$ cat src/rtl/power_boot_pkg.sv
// power, reset and boot-source control constants
// assumes a single 40 MHz system clock
package power_boot_pkg;
   localparam int unsigned CLK_PERIOD_NS = 25;
   localparam int unsigned DEBOUNCE_NS   = 1000000;
   // least time rounds up to whole cycles
   localparam int unsigned DEBOUNCE_CYC  = (DEBOUNCE_NS + CLK_PERIOD_NS - 1) / CLK_PERIOD_NS;
   localparam int unsigned CNT_W         = 16;
   localparam logic [CNT_W-1:0] DEBOUNCE_DEF = CNT_W'(DEBOUNCE_CYC);

   // debounced input index
   localparam int unsigned N_DEB   = 8;
   localparam int unsigned IX_BTN  = 0;
   localparam int unsigned IX_SLP  = 1;
   localparam int unsigned IX_LID  = 2;
   localparam int unsigned IX_BAT  = 3;
   localparam int unsigned IX_CHG  = 4;
   localparam int unsigned IX_PRS  = 5;
   localparam int unsigned IX_TST  = 6;
   localparam int unsigned IX_ALR  = 7;

   // boot-select codes, strap 2 most significant, ground reads 0
   localparam logic [2:0] BOOT_CARRIER_SATA = 3'h0;
   localparam logic [2:0] BOOT_CARRIER_SD   = 3'h1;
   localparam logic [2:0] BOOT_CARRIER_ESPI = 3'h2;
   localparam logic [2:0] BOOT_CARRIER_SPI  = 3'h3;
   localparam logic [2:0] BOOT_MODULE_NAND  = 3'h4;
   localparam logic [2:0] BOOT_REMOTE       = 3'h5;
   localparam logic [2:0] BOOT_MODULE_EMMC  = 3'h6;
   localparam logic [2:0] BOOT_MODULE_SPI   = 3'h7;

   localparam int unsigned N_STRAP = 4;
   localparam logic [N_STRAP-1:0] STRAP_RST = 4'h0;

   typedef enum logic [1:0] {
      ST_OFF,
      ST_ON,
      ST_STANDBY
   } pwr_state_e;
endpackage

$ cat src/rtl/input_debounce.sv
// two-flop synchroniser followed by a stability counter for one input
// assumes the input is asynchronous and idles high (pulled up)
`timescale 1ns/1ps
module input_debounce (
   input  wire logic                            sys_clk_i,
   input  wire logic                            sys_rst_i,
   input  wire logic                            raw_i,
   input  wire logic [power_boot_pkg::CNT_W-1:0] stable_cycles_i,
   output logic                                 level_o
);
   import power_boot_pkg::*;

   typedef struct packed {
      logic             meta;
      logic             sync;
      logic             level;
      logic [CNT_W-1:0] cnt;
   } deb_s;

   deb_s st_r;
   deb_s st_nxt;

   always_comb begin
      st_nxt      = st_r;
      st_nxt.meta = raw_i;
      st_nxt.sync = st_r.meta;
      if (st_r.sync == st_r.level) begin
         st_nxt.cnt = '0;
      end else if (st_r.cnt + CNT_W'(1) >= stable_cycles_i) begin
         // a zero setting still costs one cycle so the counter never wraps
         st_nxt.level = st_r.sync;
         st_nxt.cnt   = '0;
      end else begin
         st_nxt.cnt = st_r.cnt + CNT_W'(1);
      end
   end

   always_ff @(posedge sys_clk_i) begin
      if (sys_rst_i) begin
         st_r <= '{meta: 1'b1, sync: 1'b1, level: 1'b1, cnt: '0};
      end else begin
         st_r <= st_nxt;
      end
   end

   assign level_o = st_r.level;

   deb_hold_a: assert property (@(posedge sys_clk_i) disable iff (sys_rst_i)
      (st_r.sync == st_r.level) |=> $stable(st_r.level))
      else $error("debounced level moved without change");
endmodule // input_debounce

$ cat src/rtl/module_power_boot_control.sv
// power sequencing, reset and boot-source selection at the module edge
// assumes carrier inputs are open-drain, pulled up, asynchronous to sys_clk_i
`timescale 1ns/1ps
module module_power_boot_control (
   input  wire logic                             sys_clk_i,
   input  wire logic                             sys_rst_i,
   input  wire logic [power_boot_pkg::CNT_W-1:0] debounce_cycles_i,
   input  wire logic                             input_power_bad_n_i,
   input  wire logic                             reset_request_n_i,
   input  wire logic                             power_button_n_i,
   input  wire logic                             sleep_request_n_i,
   input  wire logic                             lid_closed_n_i,
   input  wire logic                             battery_low_n_i,
   input  wire logic                             charging_n_i,
   input  wire logic                             charger_present_n_i,
   input  wire logic                             test_mode_n_i,
   input  wire logic                             mgmt_bus_alert_n_i,
   input  wire logic                             boot_select_0_n_i,
   input  wire logic                             boot_select_1_n_i,
   input  wire logic                             boot_select_2_n_i,
   input  wire logic                             flash_serial_out_strap_i,
   input  wire logic                             audio_serial_out_strap_i,
   input  wire logic                             audio_bit_clock_strap_i,
   input  wire logic                             audio_frame_clock_strap_i,
   input  wire logic                             suspend_ram_state_n_i,
   input  wire logic                             system_reset_i,
   output logic                                  module_power_enable_o,
   output logic                                  carrier_power_enable_o,
   output logic                                  carrier_standby_n_o,
   output logic                                  carrier_reset_n_o,
   output logic                                  module_reset_o,
   output logic                                  power_button_o,
   output logic                                  sleep_request_o,
   output logic                                  lid_closed_o,
   output logic                                  battery_low_o,
   output logic                                  charging_o,
   output logic                                  charger_present_o,
   output logic                                  test_mode_o,
   output logic                                  mgmt_bus_irq_o,
   output logic [2:0]                            boot_select_o,
   output logic [2:0]                            boot_source_o,
   output logic [power_boot_pkg::N_STRAP-1:0]    config_strap_o,
   output logic                                  strap_pins_input_o
);
   import power_boot_pkg::*;

   logic [N_DEB-1:0] raw;
   logic [N_DEB-1:0] deb;

   assign raw[IX_BTN] = power_button_n_i;
   assign raw[IX_SLP] = sleep_request_n_i;
   assign raw[IX_LID] = lid_closed_n_i;
   assign raw[IX_BAT] = battery_low_n_i;
   assign raw[IX_CHG] = charging_n_i;
   assign raw[IX_PRS] = charger_present_n_i;
   assign raw[IX_TST] = test_mode_n_i;
   assign raw[IX_ALR] = mgmt_bus_alert_n_i;

   // every carrier status line goes through the same filter
   genvar gi;
   generate
      for (gi = 0; gi < N_DEB; gi++) begin : g_deb
         input_debounce u_deb (
            .sys_clk_i       (sys_clk_i),
            .sys_rst_i       (sys_rst_i),
            .raw_i           (raw[gi]),
            .stable_cycles_i (debounce_cycles_i),
            .level_o         (deb[gi])
         );
      end
   endgenerate

   typedef struct packed {
      logic [1:0]         pbad_sync;
      logic [1:0]         rreq_sync;
      pwr_state_e         state;
      logic               mod_en;
      logic               car_en;
      logic               stby_n;
      logic               rst_out_n;
      logic               mod_rst;
      logic [N_DEB-1:0]   status;
      logic [2:0]         boot_sel;
      logic [2:0]         boot_src;
      logic [N_STRAP-1:0] strap;
      logic               strap_in;
      logic [2:0]         bsel_s1;
      logic [2:0]         bsel_s2;
   } ctl_s;

   ctl_s st_r;
   ctl_s st_nxt;

   logic pbad_low;
   logic rreq_low;
   logic [2:0] bsel;

   always_comb begin
      st_nxt = st_r;
      pbad_low = ~st_r.pbad_sync[1];
      rreq_low = ~st_r.rreq_sync[1];
      bsel = st_r.bsel_s2;
      st_nxt.pbad_sync = {st_r.pbad_sync[0], input_power_bad_n_i};
      st_nxt.rreq_sync = {st_r.rreq_sync[0], reset_request_n_i};
      st_nxt.bsel_s1   = {boot_select_2_n_i, boot_select_1_n_i, boot_select_0_n_i};
      st_nxt.bsel_s2   = st_r.bsel_s1;
      // status outputs are active high copies of the debounced lines
      st_nxt.status = ~deb;

      case (st_r.state)
         ST_OFF: begin
            if (!pbad_low) begin
               st_nxt.state = ST_ON;
            end
         end
         ST_ON: begin
            if (pbad_low) begin
               st_nxt.state = ST_OFF;
            end else if (!suspend_ram_state_n_i) begin
               st_nxt.state = ST_STANDBY;
            end
         end
         ST_STANDBY: begin
            if (pbad_low) begin
               st_nxt.state = ST_OFF;
            end else if (suspend_ram_state_n_i) begin
               st_nxt.state = ST_ON;
            end
         end
         default: begin
            st_nxt.state = ST_OFF;
         end
      endcase

      st_nxt.mod_en = (st_nxt.state != ST_OFF);
      st_nxt.car_en = (st_nxt.state == ST_ON);
      st_nxt.stby_n = (st_nxt.state == ST_ON);
      st_nxt.mod_rst   = rreq_low | system_reset_i | (st_nxt.state == ST_OFF);
      st_nxt.rst_out_n = ~st_nxt.mod_rst;
      st_nxt.strap_in  = st_nxt.mod_rst;

      // straps are captured throughout reset; last value before release holds
      if (st_r.mod_rst) begin
         st_nxt.strap = {audio_frame_clock_strap_i, audio_bit_clock_strap_i,
                         audio_serial_out_strap_i, flash_serial_out_strap_i};
         st_nxt.boot_sel = bsel;
         st_nxt.boot_src = (bsel == BOOT_CARRIER_SPI) ? BOOT_CARRIER_SPI : BOOT_MODULE_SPI;
      end
   end

   always_ff @(posedge sys_clk_i) begin
      if (sys_rst_i) begin
         st_r <= '{pbad_sync: 2'h0, rreq_sync: 2'h3, state: ST_OFF, mod_en: 1'b0,
                   car_en: 1'b0, stby_n: 1'b0, rst_out_n: 1'b0, mod_rst: 1'b1, status: '0,
                   boot_sel: BOOT_MODULE_SPI, boot_src: BOOT_MODULE_SPI, strap: STRAP_RST,
                   strap_in: 1'b1, bsel_s1: 3'h7, bsel_s2: 3'h7};
      end else begin
         st_r <= st_nxt;
      end
   end

   assign module_power_enable_o  = st_r.mod_en;
   assign carrier_power_enable_o = st_r.car_en;
   assign carrier_standby_n_o    = st_r.stby_n;
   assign carrier_reset_n_o      = st_r.rst_out_n;
   assign module_reset_o         = st_r.mod_rst;
   assign power_button_o         = st_r.status[IX_BTN];
   assign sleep_request_o        = st_r.status[IX_SLP];
   assign lid_closed_o           = st_r.status[IX_LID];
   assign battery_low_o          = st_r.status[IX_BAT];
   assign charging_o             = st_r.status[IX_CHG];
   assign charger_present_o      = st_r.status[IX_PRS];
   assign test_mode_o            = st_r.status[IX_TST];
   assign mgmt_bus_irq_o         = st_r.status[IX_ALR];
   assign boot_select_o          = st_r.boot_sel;
   assign boot_source_o          = st_r.boot_src;
   assign config_strap_o         = st_r.strap;
   assign strap_pins_input_o     = st_r.strap_in;

   power_bad_a: assert property (@(posedge sys_clk_i) disable iff (sys_rst_i)
      !st_r.pbad_sync[1] |=> !module_power_enable_o && !carrier_power_enable_o)
      else $error("power enabled while power bad");
   // pin to enables is two sync flops and the state register
   pin_bad_off_a: assert property (@(posedge sys_clk_i) disable iff (sys_rst_i)
      !input_power_bad_n_i |-> ##3 (!module_power_enable_o && !carrier_power_enable_o))
      else $error("power enabled after power-bad pin low");
   carrier_on_a: assert property (@(posedge sys_clk_i) disable iff (sys_rst_i)
      carrier_power_enable_o |-> module_power_enable_o)
      else $error("carrier on without module power");
   standby_low_a: assert property (@(posedge sys_clk_i) disable iff (sys_rst_i)
      (st_r.state == ST_STANDBY) |-> !carrier_standby_n_o)
      else $error("standby output high in standby");
   reset_out_a: assert property (@(posedge sys_clk_i) disable iff (sys_rst_i)
      carrier_reset_n_o == !module_reset_o)
      else $error("reset output disagrees with module reset");
   reset_req_a: assert property (@(posedge sys_clk_i) disable iff (sys_rst_i)
      !st_r.rreq_sync[1] |=> module_reset_o)
      else $error("reset request ignored");
   boot_src_a: assert property (@(posedge sys_clk_i) disable iff (sys_rst_i)
      boot_source_o == BOOT_CARRIER_SPI || boot_source_o == BOOT_MODULE_SPI)
      else $error("bad boot source");
   boot_map_a: assert property (@(posedge sys_clk_i) disable iff (sys_rst_i)
      (boot_select_o == BOOT_CARRIER_SPI) == (boot_source_o == BOOT_CARRIER_SPI))
      else $error("boot map wrong");
   strap_hold_a: assert property (@(posedge sys_clk_i) disable iff (sys_rst_i)
      !module_reset_o && !$past(module_reset_o) |-> $stable(config_strap_o))
      else $error("strap changed out of reset");
   irq_follow_a: assert property (@(posedge sys_clk_i) disable iff (sys_rst_i)
      ##1 mgmt_bus_irq_o == !$past(deb[IX_ALR]))
      else $error("alert not forwarded");
   // a rising alert output needs the pin low four edges back: meta, sync, level, output
   alert_pin_a: assert property (@(posedge sys_clk_i) disable iff (sys_rst_i)
      $rose(mgmt_bus_irq_o) |-> !$past(mgmt_bus_alert_n_i, 4))
      else $error("alert raised without low alert pin");

   cov_power_up_c: cover property (@(posedge sys_clk_i) $rose(carrier_power_enable_o));
   cov_standby_c: cover property (@(posedge sys_clk_i) $fell(carrier_standby_n_o) && module_power_enable_o);
   cov_carrier_spi_c: cover property (@(posedge sys_clk_i) boot_source_o == BOOT_CARRIER_SPI);
   cov_button_c: cover property (@(posedge sys_clk_i) $rose(power_button_o));
endmodule // module_power_boot_control

$ cat config.mk
export PLATFORM = sky130hd
export DESIGN_NAME = module_power_boot_control
export DESIGN_NICKNAME = d
export VERILOG_FILES = /design/src/rtl/power_boot_pkg.sv /design/src/rtl/input_debounce.sv /design/src/rtl/module_power_boot_control.sv
export SDC_FILE = /design/constraint.sdc
export NUM_CORES = 1
export LEC_CHECK = 0
export BUFFER_PORTS_ARGS = -buffer_cell sky130_fd_sc_hd__buf_2
export CAP_MARGIN = 20
export CORE_MARGIN = 4
export CORE_UTILIZATION = 60
export DETAILED_ROUTE_END_ITERATION = 8
export GPL_ROUTABILITY_DRIVEN = 0
export PLACE_DENSITY = 0.76
export SLEW_MARGIN = 30
export SYNTH_ARGS = -nofsm -noshare
export SYNTH_HDL_FRONTEND = slang
export SYNTH_SLANG_ARGS = --single-unit
export TNS_END_PERCENT = 1
$ cat constraint.sdc
create_clock -name sys_clk_i -period 5 [get_ports sys_clk_i]
set_input_delay 1.5 -clock sys_clk_i [delete_from_list [all_inputs] [get_ports sys_clk_i]]
set_output_delay 1.5 -clock sys_clk_i [all_outputs]
set_load 0.01 [all_outputs]
# Word level (Yosys, flattened, before mapping)
# Cells that the tools add are included.
[totals]
elab_cells = 112
ff_bits = 186
in_bits = 37
out_inout_bits = 24
[classes]
magnitude_cmp = 8
reduce_logical = 19
addsub = 8
eq_ne = 12
bitwise_logic = 13
mux = 7
[ops]
columns = ["operator", "count"]
rows = [
  ["adder 16 x 1 -> 16 bit, second input constant", 8],
  [">= comparator 16 bit", 8],
  ["OR reduction 3 bit", 8],
  ["AND reduction 2 bit", 8],
  ["two-way mux 2 bit", 5],
  ["NOT 1 bit", 10],
  ["equality test 1 bit", 8],
  ["NOT 8 bit", 1],
  ["case mux 2 bit (3 select lines)", 1],
  ["equality test 2 x 1 -> 1 bit, second input constant", 2],
  ["logical NOT 2 bit", 2],
  ["equality test 3 x 2 -> 1 bit, second input constant", 1],
  ["two-way mux 3 bit", 1],
  ["equality test 2 bit, second input constant", 1],
  ["bitwise OR 1 bit", 2],
  ["nonzero test 2 bit", 1],
]

# Longest topological paths before layout
[depth]
ltp_word = 6
ltp_mapped = 12
depth_no_buf = 11

# Hierarchy
# A second synthesis with hierarchy kept.
[unflattened]
cells_unflattened = 1199
area_unflattened_um2 = 10885.4
[modules_own_cells]
columns = ["module", "area_each_um2", "n_inst", "seq_area_each_um2", "cells_per_inst"]
rows = [
  ["input_debounce", 1227.4, 8, 380.4, 138],
  ["module_power_boot_control", 1066.0, 1, 640.6, 95],
]

# Worst setup path before layout
# No wires, ideal clock.
[synth_path]
path_kind = "input to register"
from = "input port debounce_cycles_i[15] (netlist name)"
to = "register g_deb[2].u_deb.st_r[11] (netlist name)"
arrival_ns = 3.145
setup_slack_ns = 1.742
path_buffers = 1
path_stages = 8
required_ns = 4.886
cell_sequence = "inv_1 -> ha_1 -> nand4_1 -> or3_1 -> or4_1 -> nand3_2 -> buf_6 -> nor2b_1"
[synth_between]
elab_chain_cells = 2
[synth_rtl]
columns = ["item", "line_no", "rtl"]
rows = [
  ["start, declared", "module_power_boot_control.sv:7", "input wire logic [power_boot_pkg::CNT_W-1:0] debounce_cycles_i,"],
  [">= comparator 16 bit", "input_debounce.sv:29", "end else if (st_r.cnt + CNT_W'(1) >= stable_cycles_i) begin"],
  ["OR reduction 3 bit (no source line)", "n/a", ""],
  ["end signal, assigned", "input_debounce.sv:40", "st_r <= '{meta: 1'b1, sync: 1'b1, level: 1'b1, cnt: '0};"],
  ["end signal, assigned", "input_debounce.sv:42", "st_r <= st_nxt;"],
  ["end, declared", "input_debounce.sv:20", "deb_s st_r;"],
]
# No other way between the ends.
# A chain may end at the register's enable or synchronous reset.

# Worst setup path in the final report
[layout_path]
from = "input port debounce_cycles_i[1] (netlist name)"
to = "register g_deb[4].u_deb.st_r[15] (netlist name)"
[layout_between]
elab_chain_cells = 2
[layout_rtl]
columns = ["item", "line_no"]
rows = [
  [">= comparator 16 bit", "input_debounce.sv:29"],
  ["OR reduction 3 bit (no source line)", "n/a"],
  ["end signal, assigned", "input_debounce.sv:40"],
  ["end signal, assigned", "input_debounce.sv:42"],
  ["end, declared", "input_debounce.sv:20"],
]
# No other way between the ends.

==> impl_metrics.toml <==
[placed_design]
place_area_um2 = 10500
io_buffers = 58
dp_worst_setup_slack_ns = 1.12
hpwlAfterDp_um = 15500
placed_cells = 1338

[drt]
routed_wl_um = 21600
drt_first_pass_iters = 5
wire_per_inst_um = 15.8
vias_per_cell = 5.58
drc = 0
drt-initial-drc-count = 410
antenna_left = 0
route.vias.total = 7641

[cells_and_area]
fin_nets = 1310
drive_gt1_share_pct = 11.7
finalInstanceArea_um2 = 11100
stdcell_count = 1370
fill_cells = 1333
multi_input_area_um2 = 6130
syn_to_final_growth_pct = 10.2
area.sequential_um2 = 3680
insertedDiodeCount = 0

[logic_synthesis]
avgSynthCellArea_um2 = 9.36
yosysSeqAreaShare_pct = 36.5
ys.flop_type = "dfxtp_1"
synth_seq_cells = 184
synth_cell_type_count = 48
synth_area_um2 = 10100
yosys_warnings = 0
syn_inst = 1080
synth_edf_count = 0
synth-async-reset-ratio_pct = 0

[min_path]
worstHoldPathType = "flip-flop to flip-flop"
min-delay-start = "g_deb[4].u_deb.st_nxt[17]$_SDFF_PP1_"

[setup_path]
cp_slowest_cell = "a2111oi_0"
cp.arrival_ns = 3.81
critPathMaxFanout = 16
max_stage_delay_ns = 0.48
crit_path_end_kind = "flip-flop"
crit_chain = "buf_2 -> inv_1 -> ha_1 -> a2111oi_0 -> o32a_2 -> nand4_1 -> and2b_1"
worstSetupPathType = "input pin to flip-flop"
required_ns = 5.38
start_kind = "input pin"
timing.rr.start = "g_deb[7].u_deb.st_r[0]$_SDFF_PP0_"
cp-startpoint = "debounce_cycles_i[1]"

[global_routing]
grt_max_degree = 25
grt_overflow_total = 0
grt_first_pass_wirelength_um = 35400
grt_usage_pct = 23.7
antenna_found_initial = 0
grt_pass1_vias = 7425

[floorplan]
placementRows = 47
start_util_pct = 61.1
chipWidth_um = 138
ios = 61
die_y_um = 138
die-area_um2 = 19000
core_um2 = 16500

[clock_network]
clock_latency_ns = 0.43
hold_buffers = 0
cts_resized = 0
cts_buffers = 17
ctsRootBufferMaster = "clkbuf_16"
post_cts_buffers = 0
cts.sinks = 184
cts_max_level = 4
clk_pin_slew_worst_paths_ns = 0.08
clk_path_buf_depth = 2
cts_tree = "yes"

[sta]
maxSlewViolCount = 0
fin_crit_ns = 3.43
setup_viol_count_final = 0
maxSlewHeadroom_pct = 55.4
timing.final.ws_setup_ns = 1.57
finalHoldViolations = 0
tightest_slew_ns = 0.668
skew_ns = 0.0108
post-route-period-util_pct = 68.5
setup_tns_ns = 0
fmaxAchievable_ghz = 0.292
grt_setup_unrepaired = "false"

[pwr]
power_density_nw_per_um2 = 268
p_leak_uw = 0.00493
peakVddDrop_uv = 236

[flow_run]
cap_violations = 0

[status]
outcome = "finished clean"
where the power goes:
group	internal (uW)	switching [uW]	total, uW	leakage, uW
clock	677	654	1330	0.000293
combinational	61.2	100	161	0.00315
sequential	1480	8.47	1490	0.00149
total	2220	762	2980	0.00493
flip-flops by register name (all words and copies together) (netlist names), 3 cells and up:
| register | flops |
|---|---|
| g_deb.u_deb.st_r | 136 |
| config_strap_o | 4 |
| bsel | 3 |
| g_deb.u_deb.level_o | 8 |
| st_nxt | 5 |
| st_r | 4 |
| boot_select_o | 3 |
| g_deb.u_deb.st_nxt | 8 |
cell usage after synthesis (2+ instances only):
cell	instances	area, um^2
a211oi_1	6	45.0
a2bb2oi_1	2	17.5
dfxtp_1	184	3680
and3_1	9	56.3
nor2_1	83	312
nand2b_1	12	75.1
nand3b_1	2	15.0
and2_1	4	25.0
a2111o_1	4	45.0
a311oi_1	2	17.5
nand3_1	48	240
nand3_2	2	20.0
or2_2	24	150
or3_1	2	12.5
buf_4	12	90.1
inv_1	34	128
ha_1	136	1700
mux2i_1	10	100
a2111oi_0	2	17.5
nor2b_2	11	96.3
a21o_1	3	22.5
o211ai_1	10	75.1
buf_1	2	7.51
o21a_1	5	37.5
a31oi_1	8	50.1
a211o_1	3	26.3
nand4_1	35	219
clkbuf_1	9	33.8
o21ai_0	25	125
and2b_1	30	225
nor4_1	3	18.8
nor2b_1	77	482
and4_1	21	184
nor3_1	21	105
nand2_1	58	218
a21oi_1	45	225
xnor2_1	72	631
buf_6	3	33.8
nor3b_1	5	37.5
xor2_1	48	420
area by class of cell:
cell class | instances | share of cell area (%)
Clock buffer | 17 | 3.82
Multi-Input combinational cell | 836 | 55.0
Inverter | 34 | 1.15
Tap cell | 220 | 2.47
Sequential cell | 184 | 33.1
Timing Repair Buffer | 64 | 3.01
Clock inverter | 15 | 1.48
placed cells by master (no fill, tap or decap), types with 4 or more instances in the layout:
cell type / instances
nor3b_1: 5
nand4_1: 35
inv_1: 34
nor2_1: 83
and2_1: 4
dfxtp_1: 184
nor3_1: 21
o21ai_0: 25
clkbuf_16: 17
or2_2: 24
a31oi_1: 8
a211oi_1: 6
ha_1: 136
a2111o_1: 4
mux2i_1: 10
o211ai_1: 10
buf_4: 6
o21a_1: 5
and3_1: 9
inv_8: 6
nand3_1: 48
nand2b_1: 12
a21oi_1: 45
xor2_1: 48
nor2b_2: 11
and2b_1: 30
xnor2_1: 72
nand2_1: 58
buf_2: 58
and4_1: 21
nor2b_1: 77
critical path: cells and delay by family:
family          cells  cell delay [ns]
buf+inv             2             0.45
simple gates        2             0.81
fa+ha+maj           1             0.32
compound gates      2             0.73
per-stage QoR:
stage,hold WS (ns),utilization (%),total power (uW)
finish,0.412,67.4,2980
global route,0.421,67.4,3090
CTS,0.414,67.4,3000
detailed placement,0.394,63.8,1680
global placement,0.391,63.8,1680
floorplan,0.387,-,1620
metal layers:
metal | up-vias | global-route usage, % | share of wire, %
met4 | 0 | 9.55 | 3.4
met1 | 3558 | 30.9 | 46
met3 | 55 | 4.57 | 4.2
met2 | 157 | 38.6 | 46
li1 | 3871 | - | -
met5 | - | 0 | 0
kinds of logic after synthesis:
kind of cell             count (synthesis)  share of synthesized area, %
XOR/XNOR                               120                          10.4
flip-flops                             184                          36.5
AND/OR/NAND/NOR                        449                          24.8
AO/OA/AOI/OAI                          119                          7.50
other                                    1                        0.0371
adder cells (fa/ha/maj)                136                          16.8
buffers and inverters                   61                          2.95
multiplexers                            10                         0.991
path summary, 6_finish.rpt:
path	endpoint	slack, ns	cells past startpoint
max	g_deb[4].u_deb.st_r[15]$_SDFF_PP0_	1.57	7
min	g_deb[4].u_deb.st_r[17]$_SDFF_PP1_	0.41	1
min reg2reg	g_deb[4].u_deb.st_r[17]$_SDFF_PP1_	0.41	1
max reg2reg	g_deb[7].u_deb.st_r[14]$_SDFF_PP0_	1.66	10
(Power assumes the default switching activity.)
